`config.mk`:
```
export PLATFORM = sky130hd
export DESIGN_NAME = cfr_flags
export DESIGN_NICKNAME = d
export VERILOG_FILES = /design/src/logic/cfr_pkg.sv /design/src/logic/cfr_flags.sv
export SDC_FILE = /design/constraint.sdc
export NUM_CORES = 1
export LEC_CHECK = 0
export BUFFER_PORTS_ARGS = -buffer_cell sky130_fd_sc_hd__buf_2
export CAP_MARGIN = 20
export CORE_MARGIN = 2
export CORE_UTILIZATION = 30
export CTS_CLUSTER_SIZE = 30
export DETAILED_ROUTE_END_ITERATION = 8
export PLACE_DENSITY = 0.56
export SYNTH_ARGS = -nofsm -noshare
export SYNTH_HDL_FRONTEND = slang
export SYNTH_SLANG_ARGS = --single-unit
```
`constraint.sdc`:
```
create_clock -name clk_sys -period 7.8 [get_ports clk_sys]
set_clock_uncertainty 0.1 [all_clocks]
set_input_delay 1.56 -clock clk_sys [delete_from_list [all_inputs] [get_ports clk_sys]]
set_output_delay 1.56 -clock clk_sys [all_outputs]
set_load 0.01 [all_outputs]
```
`src/logic/cfr_pkg.sv`:
```
// Package: constants, opcodes and carriers for the condition flag register
package cfr_pkg;
  localparam int CFR_W        = 32;
  localparam int CFR_FIELDS   = 8;
  localparam int CFR_FIELD_W  = 4;
  // Bit positions inside a field, bit 0 is the field's most significant bit
  localparam int FLD_LESS     = 0;
  localparam int FLD_GREATER  = 1;
  localparam int FLD_EQUAL    = 2;
  localparam int FLD_SUMMARY  = 3;
  localparam logic [2:0] INT_RESULT_FIELD   = 3'h0;
  localparam logic [2:0] FLOAT_STATUS_FIELD = 3'h1;
  // Integer exception register positions (bit 0 is msb)
  localparam int XER_SO_POS = 0;
  localparam int XER_OV_POS = 1;
  localparam int XER_CA_POS = 2;
  // Float status positions (bit 0 is msb)
  localparam int FS_VX_POS    = 2;
  localparam int FS_VXSNAN    = 7;
  localparam int FS_VXVC      = 12;
  localparam int FS_VXSOFT    = 21;
  localparam int FS_VXCVI     = 23;
  localparam int FS_CLASS_POS = 15;
  // Result class codes, C then less, greater, equal, unordered
  localparam logic [4:0] CLS_QNAN     = 5'h11;
  localparam logic [4:0] CLS_NEG_INF  = 5'h09;
  localparam logic [4:0] CLS_NEG_NORM = 5'h08;
  localparam logic [4:0] CLS_NEG_DEN  = 5'h18;
  localparam logic [4:0] CLS_NEG_ZERO = 5'h12;
  localparam logic [4:0] CLS_POS_ZERO = 5'h02;
  localparam logic [4:0] CLS_POS_DEN  = 5'h14;
  localparam logic [4:0] CLS_POS_NORM = 5'h04;
  localparam logic [4:0] CLS_POS_INF  = 5'h05;

  typedef enum logic [3:0] {
    CFR_OP_NONE,
    CFR_OP_MOVE_GPR,
    CFR_OP_COPY_FIELD,
    CFR_OP_MOVE_FPSTAT,
    CFR_OP_MOVE_XER,
    CFR_OP_LOGIC,
    CFR_OP_INT_RECORD,
    CFR_OP_FP_RECORD,
    CFR_OP_INT_CMP,
    CFR_OP_FP_CMP
  } cfr_op_t;

  typedef enum logic [2:0] {
    CFR_LOG_AND,
    CFR_LOG_OR,
    CFR_LOG_XOR,
    CFR_LOG_NAND,
    CFR_LOG_NOR,
    CFR_LOG_EQV,
    CFR_LOG_ANDC,
    CFR_LOG_ORC
  } cfr_logic_t;

  // One completing instruction's request to the flag register
  typedef struct packed {
    logic       valid;
    cfr_op_t    op;
    logic [7:0] field_mask;
    logic [2:0] dst_field;
    logic [2:0] src_field;
    logic [2:0] fp_group;
    logic [4:0] bit_a;
    logic [4:0] bit_b;
    logic [4:0] bit_d;
    cfr_logic_t log_op;
    logic       cmp_signed;
    logic       result_undef;
    logic [31:0] opnd_a;
    logic [31:0] opnd_b;
  } cfr_req_t;

  // Floating-point compare outcome from the float unit
  typedef struct packed {
    logic less;
    logic greater;
    logic equal;
    logic unordered;
  } cfr_fpcmp_t;
endpackage : cfr_pkg

```
`src/logic/cfr_flags.sv`:
```
// Condition flag register with its update paths and branch test port
`timescale 1ns/10ps
// Contract
// - 32 bits as eight 4-bit fields, field0 msb
// - move from gpr writes mask-selected fields
// - copy one whole field into another
// - load field from float status group
// - load field from integer exception bits
// - logical op on single flag bits
// - compare writes named field; bits testable
// - record integer sets field0 signed, summary
// - field0: negative, positive, zero, summary overflow
// - undefined result may leave field0 undefined
// - float record copies status bits 0-3
// - field1 exception, enabled, invalid, overflow
// - compare less, greater, equal; signed or unsigned
// - compare bit3: summary or unordered
// - five-bit float result class encodings
// - summary overflow sticky until software clear
// - invalid summary is OR, not sticky
module cfr_flags
  import cfr_pkg::*;
(
  input  wire logic             clk_sys,
  input  wire logic             srst,
  input  wire cfr_req_t         req,
  input  wire logic             int_ov_set,
  input  wire logic             xer_so_clear,
  input  wire logic [31:0]      xer_value,
  input  wire logic [31:0]      float_status_control_reg_value,
  input  wire cfr_fpcmp_t       fp_cmp,
  input  wire logic [4:0]       test_bit,
  output logic [CFR_W-1:0]      condition_flags,
  output logic                  test_result,
  output logic                  summary_overflow,
  output logic [4:0]            fp_result_class_flags
);

  // ==========================================================
  // Helpers
  // ==========================================================
  // Field f, bit b (both counted from the msb) as a vector index
  function automatic int fidx(input logic [2:0] f, input int b);
    fidx = CFR_W - 1 - (int'(f) * CFR_FIELD_W + b);
  endfunction : fidx

  function automatic logic [3:0] get_field(input logic [31:0] v, input logic [2:0] f);
    get_field = v[CFR_W - 1 - int'(f) * CFR_FIELD_W -: CFR_FIELD_W];
  endfunction : get_field

  logic [CFR_W-1:0] flags_reg;
  logic [CFR_W-1:0] flags_next;
  logic             so_reg;
  logic             so_final;
  logic             fp_invalid_summary;
  logic [3:0]       fp_status_nibble;
  logic [3:0]       int_sign_field;
  logic [3:0]       cmp_field;
  logic             la;
  logic             lb;
  logic             lr;
  logic             cmp_lt;
  logic             cmp_gt;

  // ==========================================================
  // Summary overflow and float invalid summary
  // ==========================================================
  // Set wins over a software clear in the same cycle
  always_ff @(posedge clk_sys)
  begin
    if (srst)
      so_reg <= 1'b0;
    else if (int_ov_set)
      so_reg <= 1'b1;
    else if (xer_so_clear)
      so_reg <= 1'b0;
  end

  // Final state as the instruction completes includes this cycle's set
  assign so_final = so_reg | int_ov_set;

  // Recomputed every use, never held
  assign fp_invalid_summary = |{float_status_control_reg_value[31-FS_VXSNAN -: 6], float_status_control_reg_value[31-FS_VXSOFT -: 3]};

  always_comb
  begin
    fp_status_nibble = float_status_control_reg_value[31:28];
    fp_status_nibble[3 - FS_VX_POS] = fp_invalid_summary;
  end

  // ==========================================================
  // Result sign and compare
  // ==========================================================
  always_comb
  begin
    int_sign_field = {$signed(req.opnd_a) < 0, $signed(req.opnd_a) > 0,
                      req.opnd_a == 32'h0000_0000, so_final};
    if (req.cmp_signed)
    begin
      cmp_lt = $signed(req.opnd_a) < $signed(req.opnd_b);
      cmp_gt = $signed(req.opnd_a) > $signed(req.opnd_b);
    end
    else
    begin
      cmp_lt = req.opnd_a < req.opnd_b;
      cmp_gt = req.opnd_a > req.opnd_b;
    end
    if (req.op == CFR_OP_FP_CMP)
      cmp_field = {fp_cmp.less, fp_cmp.greater, fp_cmp.equal, fp_cmp.unordered};
    else
      cmp_field = {cmp_lt, cmp_gt, req.opnd_a == req.opnd_b, so_final};
  end

  // ==========================================================
  // Next value
  // ==========================================================
  always_comb
  begin
    flags_next = flags_reg;
    la = flags_reg[31 - int'(req.bit_a)];
    lb = flags_reg[31 - int'(req.bit_b)];
    case (req.log_op)
      CFR_LOG_AND:  lr = la & lb;
      CFR_LOG_OR:   lr = la | lb;
      CFR_LOG_XOR:  lr = la ^ lb;
      CFR_LOG_NAND: lr = ~(la & lb);
      CFR_LOG_NOR:  lr = ~(la | lb);
      CFR_LOG_EQV:  lr = ~(la ^ lb);
      CFR_LOG_ANDC: lr = la & ~lb;
      CFR_LOG_ORC:  lr = la | ~lb;
      default:      lr = 1'b0;
    endcase
    if (req.valid)
    begin
      case (req.op)
        CFR_OP_MOVE_GPR:
          for (int f = 0; f < CFR_FIELDS; f++)
            if (req.field_mask[7 - f])
              flags_next[31 - f*4 -: 4] = req.opnd_a[31 - f*4 -: 4];
        CFR_OP_COPY_FIELD:
          flags_next[fidx(req.dst_field, 0) -: 4] = get_field(flags_reg, req.src_field);
        CFR_OP_MOVE_FPSTAT:
        begin
          flags_next[fidx(req.dst_field, 0) -: 4] =
            (req.fp_group == 3'h0) ? fp_status_nibble
                                   : get_field(float_status_control_reg_value, req.fp_group);
        end
        CFR_OP_MOVE_XER:
          flags_next[fidx(req.dst_field, 0) -: 4] =
            {so_final, xer_value[31-XER_OV_POS], xer_value[31-XER_CA_POS], 1'b0};
        CFR_OP_LOGIC:
          flags_next[31 - int'(req.bit_d)] = lr;
        CFR_OP_INT_RECORD:
        begin
          // Undefined results keep the old sign bits, which is allowed
          if (req.result_undef)
            flags_next[fidx(INT_RESULT_FIELD, FLD_SUMMARY)] = so_final;
          else
            flags_next[31 -: 4] = int_sign_field;
        end
        CFR_OP_FP_RECORD:
          flags_next[fidx(FLOAT_STATUS_FIELD, 0) -: 4] = fp_status_nibble;
        CFR_OP_INT_CMP,
        CFR_OP_FP_CMP:
          flags_next[fidx(req.dst_field, 0) -: 4] = cmp_field;
        default:
          flags_next = flags_reg;
      endcase
    end
  end

  // No reset: contents survive a reset
  always_ff @(posedge clk_sys)
  begin
    flags_reg <= flags_next;
  end

  // ==========================================================
  // Outputs
  // ==========================================================
  always_ff @(posedge clk_sys)
  begin
    if (srst)
      test_result <= 1'b0;
    else
      test_result <= flags_next[31 - int'(test_bit)];
  end

  always_ff @(posedge clk_sys)
  begin
    if (srst)
      fp_result_class_flags <= CLS_POS_ZERO;
    else
      fp_result_class_flags <= float_status_control_reg_value[31-FS_CLASS_POS -: 5];
  end

  assign condition_flags  = flags_reg;
  assign summary_overflow = so_reg;

  // ==========================================================
  // Checks
  // ==========================================================
  move_gpr_a: assert property (@(posedge clk_sys) disable iff (srst)
    (req.valid && req.op == CFR_OP_MOVE_GPR && req.field_mask == 8'hFF)
      |=> condition_flags == $past(req.opnd_a))
    else $error("full mask move did not load flags");
  copy_keep_a: assert property (@(posedge clk_sys) disable iff (srst)
    (req.valid && req.op == CFR_OP_COPY_FIELD)
      |=> get_field(condition_flags, $past(req.dst_field))
          == get_field($past(condition_flags), $past(req.src_field)))
    else $error("field copy wrong");
  idle_hold_a: assert property (@(posedge clk_sys) disable iff (srst)
    !req.valid |=> $stable(condition_flags))
    else $error("flags changed without request");
  so_sticky_a: assert property (@(posedge clk_sys) disable iff (srst)
    (summary_overflow && !xer_so_clear) |=> summary_overflow)
    else $error("summary overflow dropped");
  so_set_a: assert property (@(posedge clk_sys) disable iff (srst)
    int_ov_set |=> summary_overflow)
    else $error("overflow did not set summary");
  zero_rec_a: assert property (@(posedge clk_sys) disable iff (srst)
    (req.valid && req.op == CFR_OP_INT_RECORD && !req.result_undef && req.opnd_a == 32'h0)
      |=> condition_flags[31:29] == 3'b001)
    else $error("zero result flags wrong");
  fp_rec_a: assert property (@(posedge clk_sys) disable iff (srst)
    (req.valid && req.op == CFR_OP_FP_RECORD)
      |=> condition_flags[27:24] == $past(fp_status_nibble))
    else $error("float record field wrong");
  ucmp_a: assert property (@(posedge clk_sys) disable iff (srst)
    (req.valid && req.op == CFR_OP_INT_CMP && !req.cmp_signed && req.opnd_a < req.opnd_b)
      |=> condition_flags[fidx($past(req.dst_field), FLD_LESS)])
    else $error("unsigned less not set");
  fpcmp_a: assert property (@(posedge clk_sys) disable iff (srst)
    (req.valid && req.op == CFR_OP_FP_CMP && fp_cmp.unordered)
      |=> condition_flags[fidx($past(req.dst_field), FLD_SUMMARY)])
    else $error("unordered not recorded");
endmodule : cfr_flags

```
# Word level (Yosys, flattened, before mapping)
# Cells that the tools add are included.
dict set report totals {
  out_inout_bits 39
  latch_bits 0
  ramBits 0
  mem_count 0
  input_bits 183
  reg_bits 39
  rom_bits 0
}
dict set report classes {
  n_bitwise 10
  n_eq_ne 17
  shift 7
  mux 36
  add_sub_neg 8
  multipliers 0
  n_reduce_logical 7
  magnitude_cmp 11
  n_div 0
}
# operator n
set op_table {}
lappend op_table {{32-bit bitwise mux} 5}
lappend op_table {{24-bit one-hot mux with 6 select lines} 1}
lappend op_table {{4-bit by 33-bit variable part select with 35-bit output} 4}
lappend op_table {{35-bit by 6-bit variable part select with 4-bit output} 2}
lappend op_table {{32-bit greater-than comparator} 2}
lappend op_table {{32-bit less-than comparator} 2}
lappend op_table {{4-bit one-hot mux with 7 select lines} 2}
lappend op_table {{5-bit by 5-bit subtractor with 6-bit output, first input constant} 7}
lappend op_table {{4-bit two-way mux} 10}
lappend op_table {{4-bit by 33-bit variable shift with 35-bit output, first input constant} 1}
lappend op_table {{6-bit negator with 33-bit output} 1}
lappend op_table {{32-bit equality test} 1}
lappend op_table {{32-bit by 1-bit greater-than comparator with 1-bit output, second input constant} 1}
lappend op_table {{32-bit logical NOT} 1}
lappend op_table {{32-bit by 1-bit less-than comparator with 1-bit output, second input constant} 1}
lappend op_table {{32-bit two-way mux} 1}
lappend op_table {{6-bit by 7-bit less-than comparator with 1-bit output, second input constant} 4}
lappend op_table {{4-bit by 3-bit equality test with 1-bit output, second input constant} 4}
lappend op_table {{1-bit binary-select mux with 5-bit select} 3}
lappend op_table {{3-bit equality test, second input constant} 4}
lappend op_table {{1-bit two-way mux} 11}
lappend op_table {{9-bit OR reduction} 1}
lappend op_table {{4-bit by 2-bit equality test with 1-bit output, second input constant} 2}
lappend op_table {{4-bit equality test, second input constant} 2}
lappend op_table {{other kinds (15)} 23}

# Longest topological paths before layout
dict set report depth {
  ltp_word 13
  ltp_mapped 18
}

# Worst setup path before layout
# OpenSTA, ideal clock, no wires.
dict set report synth_timing {
  kind {in2reg}
  start {input port req[79] (netlist bit)}
  end {register test_result}
  path_stages 16
  setup_slack_ns 2.025
  t_arrival_ns 5.553
  setup_time_ns 0.122
  path_buffers 1
  cell_sequence {clkbuf_1 > mux4_2 > mux4_2 > mux2i_1 > inv_1 > ha_1 > nor2b_1 > o31ai_1 > o32ai_2 > and2_1 > a311o_1 > o22ai_1 > o221ai_1 > a222oi_1 > nor3_1 > o32a_1}
}
dict set report synth_between {
  elab_chain_len 13
}
# item line
set synth_rtl {}
lappend synth_rtl {{start, declared} cfr_flags.sv:26} ;# input wire cfr_req_t req,
lappend synth_rtl {{5-bit by 5-bit subtractor with 6-bit output *} cfr_flags.sv:120} ;# la = flags_reg[31 - int'(req.bit_a)];
lappend synth_rtl {{1-bit binary-select mux with 5-bit select *} cfr_flags.sv:120}
lappend synth_rtl {{1-bit two-way mux (implied by the code) * (2 in series)} cfr_flags.sv:120}
lappend synth_rtl {{1-bit XOR (tied with other cells)} {cfr_flags.sv:125, cfr_flags.sv:128}}
lappend synth_rtl {{1-bit inverter (on tied branches)} {cfr_flags.sv:128, cfr_flags.sv:126, cfr_flags.sv:127}}
lappend synth_rtl {{1-bit one-hot mux with 8 select lines *} cfr_flags.sv:122} ;# case (req.log_op)
lappend synth_rtl {{32-bit bitwise mux *} cfr_flags.sv:152} ;# flags_next[31 - int'(req.bit_d)] = lr;
lappend synth_rtl {{4-bit one-hot mux with 7 select lines / 24-bit one-hot mux with 6 select lines (equally long branches)} cfr_flags.sv:135} ;# case (req.op)
lappend synth_rtl {{32-bit two-way mux *} cfr_flags.sv:133} ;# if (req.valid)
lappend synth_rtl {{1-bit binary-select mux with 5-bit select *} cfr_flags.sv:186} ;# test_result <= flags_next[31 - int'(test_bit)];
lappend synth_rtl {{1-bit two-way mux (implied by the code) * (2 in series)} cfr_flags.sv:186}
lappend synth_rtl {{end signal, assigned} cfr_flags.sv:186}
lappend synth_rtl {{end, declared} cfr_flags.sv:34} ;# output logic test_result,
# Every way passes the cells marked *; elsewhere a longest branch is shown, timed or not. The select of a mux whose other input is x is not followed.
# A chain may end at the register's enable or synchronous reset.

# Final worst setup path
dict set report layout_timing {
  start {input port req[74] (netlist bit)}
  end {register test_result}
}
dict set report layout_between {
  elab_chain_len 13
}
# item line
set layout_rtl {}
lappend layout_rtl {{5-bit by 5-bit subtractor with 6-bit output *} cfr_flags.sv:121} ;# lb = flags_reg[31 - int'(req.bit_b)];
lappend layout_rtl {{1-bit binary-select mux with 5-bit select *} cfr_flags.sv:121}
lappend layout_rtl {{1-bit two-way mux (implied by the code) * (2 in series)} cfr_flags.sv:121}
lappend layout_rtl {{1-bit inverter (tied with other cells)} {cfr_flags.sv:129, cfr_flags.sv:130}}
lappend layout_rtl {{1-bit OR (tied with other cells)} cfr_flags.sv:130} ;# CFR_LOG_ORC: lr = la | ~lb;
lappend layout_rtl {{1-bit one-hot mux with 8 select lines *} cfr_flags.sv:122}
lappend layout_rtl {{32-bit bitwise mux *} cfr_flags.sv:152}
lappend layout_rtl {{4-bit one-hot mux with 7 select lines / 24-bit one-hot mux with 6 select lines (equally long branches)} cfr_flags.sv:135}
lappend layout_rtl {{32-bit two-way mux *} cfr_flags.sv:133}
lappend layout_rtl {{1-bit binary-select mux with 5-bit select *} cfr_flags.sv:186}
lappend layout_rtl {{1-bit two-way mux (implied by the code) * (2 in series)} cfr_flags.sv:186}
# Marks and branches as above.

==> flow_metrics.py <==
metrics = {
    "run_status": {
        "status": "complete, no violations",
    },
    "place": {
        "globalplace.congestion": 0.9884,
        "dpl-instance-area_mm2": 0.007895,
        "dpl.hpwl_um": 25300,
        "port_buffers": 190,
        "place_ws_ns": 1.128,
    },
    "timing": {
        "post-route-period-util_pct": 82.43,
        "final.setup.tns_ns": 0,
        "final_max_slew_viol_count": 0,
        "max_freq_ghz": 0.1555,
        "post-route-worst-setup-slack_ns": 1.371,
        "rsz0062_at_grt": "false",
        "slew_headroom_pct": 28.52,
        "hold_violations": 0,
        "worst-slew-pin-transition_ns": 1.070,
        "period_needed_ns": 6.429,
        "setup_viol": 0,
    },
    "power": {
        "ir_worst_vdd_mv": 0.1102,
        "p_sw_w": 0.0004819,
        "power.share.switching_pct": 43.33,
        "power_frac_seq_pct": 30.5,
        "combPwrFrac_pct": 45.8,
        "p_leak_nw": 3.363,
        "power_density_mw_per_mm2": 137.5,
        "p_int_w": 0.0006301,
        "power_frac_clock_pct": 23.8,
    },
    "route": {
        "detail-route-antenna-nets": 0,
        "via_count": 8363,
        "routedWlPerCell_um": 24.76,
        "drt-total-wl_um": 32610,
        "drt_iter0_markers": 1014,
        "via_per_inst": 6.350,
        "first_pass_iters": 6,
        "remaining_drc_errors": 0,
    },
    "floorplan": {
        "io_pins": 222,
        "chipWidth_um": 155.2,
        "start_util_pct": 30.46,
        "die-area_mm2": 0.02407,
        "rows": 55,
        "core-area_mm2": 0.02250,
        "die_h_um": 155.2,
    },
    "synth": {
        "synthArstFlopShare_pct": 0,
        "synth.avg_cell_area_um2": 7.701,
        "syn_nets": 1109,
        "ys.flop_type": "dfxtp_1",
        "synth_top_family_by_area": "compound AO/OA/AOI/OAI gates",
        "yosysWarnings": 0,
        "ys_ff_latch": 39,
        "synth_compound_area_share_pct": 31.27,
        "yosysTopAreaCell": "dfxtp_1",
        "synthCells": 890,
        "synthMuxAreaShare_pct": 17.52,
        "synthesis.area_mm2": 0.006854,
        "yosysUniqueCellTypes": 99,
        "synth_edf_count": 0,
        "ys_seq_area_share_pct": 11.39,
        "yosys.area_share.simple_pct": 24.84,
        "netlist_top_cells_count": "nor2_1 (88), a21oi_1 (67), o21ai_0 (64)",
        "synth_adder_area_share_pct": 6.572,
        "post-synth-top-count-cell": "nor2_1",
        "synth-xor-area-share_pct": 0.1278,
        "synthTopCellsByArea": "dfxtp_1 (11%), mux4_2 (10%), ha_1 (6.6%)",
        "synth_top_cell_area_share_pct": 11.39,
    },
    "clocking": {
        "cts_tree": "yes",
        "cts_root_buffer": "clkbuf_16",
        "numCtsBuffers": 5,
        "post_cts_buffers": 0,
        "cts_max_level": 2,
        "cts_sinks": 39,
        "cts_max_path_buffers": 2,
        "cts_hold_buf": 0,
        "clk_latency_ns": 0.28,
        "path_clk_slew_ns": 0.06,
        "cts_resized": 0,
    },
    "run": {
        "drv_cap": 0,
    },
    "global_route": {
        "grt_max_degree": 41,
        "antenna_found_initial": 0,
        "first_global_vias": 7921,
        "overflow": 0,
        "grt_pass1_wl_um": 47890,
        "track_usage_pct": 26.25,
    },
    "finish": {
        "final_cell_area_mm2": 0.008088,
        "post-route-util_pct": 35.94,
        "syn2layout_area_growth_pct": 18.00,
        "n_antenna_cell": 0,
        "drive_gt1_share_pct": 27.52,
        "nNetsFinal": 1250,
    },
    "setup_path": {
        "max_stage_delay_ns": 0.83,
        "worstPathMaxFanout": 10,
        "cp.required_ns": 7.93,
        "end_kind": "flip-flop",
        "path_cells": "buf_2 > mux4_2 > mux4_2 > mux2i_1 > inv_1 > ha_1 > nor2b_1 > o31ai_1 > o32ai_2 > and2_1 > a2111oi_0 > o211a_1 > a2111oi_2 > o211ai_1 > a211oi_1 > o32a_1",
        "critical_path_class": "input port to flip-flop",
        "worst_path_max_delay_cell": "o32ai_2",
        "crit_buf_inv": 2,
        "worst_setup_path_start_kind": "input port",
        "critPathTopFamily": "compound AO/OA/AOI/OAI gates",
        "cp.arrival_ns": 6.56,
        "critPathMostFrequentCell": "mux4_2",
    },
    "hold_path": {
        "holdCritPathClass": "flip-flop to flip-flop",
    },
}
worst paths after layout:
check	slack [ns]	endpoint	from	cells past startpoint
worst max-delay path	1.37	test_result	req[74]	16
worst min-delay path	0.44	summary_overflow	summary_overflow	2
worst max register to register	2.36	test_result	condition_flags[30]	15
worst min register to register	0.44	summary_overflow	summary_overflow	2
flip-flops by register name, indices dropped and copies added (netlist names):
| register | count |
|---|---|
| condition_flags | 32 |
| fp_result_class_flags | 5 |
| summary_overflow | 1 |
| test_result | 1 |
stage by stage:
stage               hold slack (ns)  total power, W  std cells
floorplan                    0.4290       0.0005997        890
global placement             0.4184       0.0008314       1309
detailed placement           0.4471       0.0008342       1309
CTS                          0.4519        0.001101       1317
global route                 0.4739        0.001160       1317
finish                       0.4438        0.001112       1317
routing by layer:
metal  GRT usage [%]  vias up  part of all wire, %
met1           34.72     3897                   41
met3           3.538      113                  9.7
met4           13.93        0                  6.0
met5               0        -                    0
met2           41.59      595                   44
li1                -     3758                    -
worst register-to-register path, delay by kind of cell, from the launching register on:
kind,cells,cell delay [ns]
flops,1,0.54
fa+ha+maj,1,0.24
simple gates,2,0.57
mux,3,1.35
buf+inv,1,0.12
compound gates,8,2.46
power by group through the flow:
stage | combinational (W) | clock (W) | sequential, W
2_1_floorplan | 0.000316 | 0 | 0.000284
3_3_place_gp | 0.000497 | 0 | 0.000335
3_5_place_dp | 0.000500 | 0 | 0.000334
4_1_cts | 0.000501 | 0.000269 | 0.000330
5_1_grt | 0.000549 | 0.000278 | 0.000334
6_report | 0.000509 | 0.000264 | 0.000339
cell families after synthesis:
kind of cell               Yosys count
AOI/OAI and AO/OA                  306
xor gates and xnor gates             1
adders and majority gates           36
buffers and inverters              122
muxes                               78
DFF                                 39
and+or+nand+nor                    308
layout by cell type, fill, tap and decap left out, types with 7 or more instances in the layout:
| cell type | netlist | routed |
|---|---|---|
| buf_2 | 21 | 190 |
| nor2_1 | 88 | 88 |
| a21oi_1 | 67 | 67 |
| o21ai_0 | 64 | 64 |
| inv_1 | 55 | 55 |
| nand2_1 | 55 | 55 |
| dfxtp_1 | 39 | 39 |
| ha_1 | 36 | 36 |
| mux2i_1 | 35 | 35 |
| nand3_1 | 32 | 32 |
| mux4_2 | 31 | 31 |
| o211ai_1 | 22 | 22 |
| nand4_1 | 18 | 18 |
| nor3_1 | 18 | 18 |
| a211oi_1 | 16 | 16 |
| nor2b_1 | 14 | 14 |
| nor4_1 | 11 | 11 |
| buf_4 | 8 | 11 |
| o22ai_1 | 10 | 10 |
| mux2_2 | 10 | 10 |
| o21a_1 | 9 | 9 |
| a31oi_1 | 9 | 9 |
| and3_1 | 9 | 9 |
| o221ai_1 | 9 | 9 |
| a221oi_1 | 8 | 8 |
| o31ai_1 | 7 | 7 |
| o2111ai_1 | 7 | 7 |
| o21ai_1 | 7 | 7 |
area by class of cell:
cell class                 instances  area [um2]
clock buffer                       5       125.1
inverter                          55       206.4
multi-input combinational        729        5518
sequential                        39       780.7
tap                              285       356.6
fill                            2422       14420
timing repair buffer             201        1033
clock inverter                     3       67.56
Power figures use the tool's default switching activity.
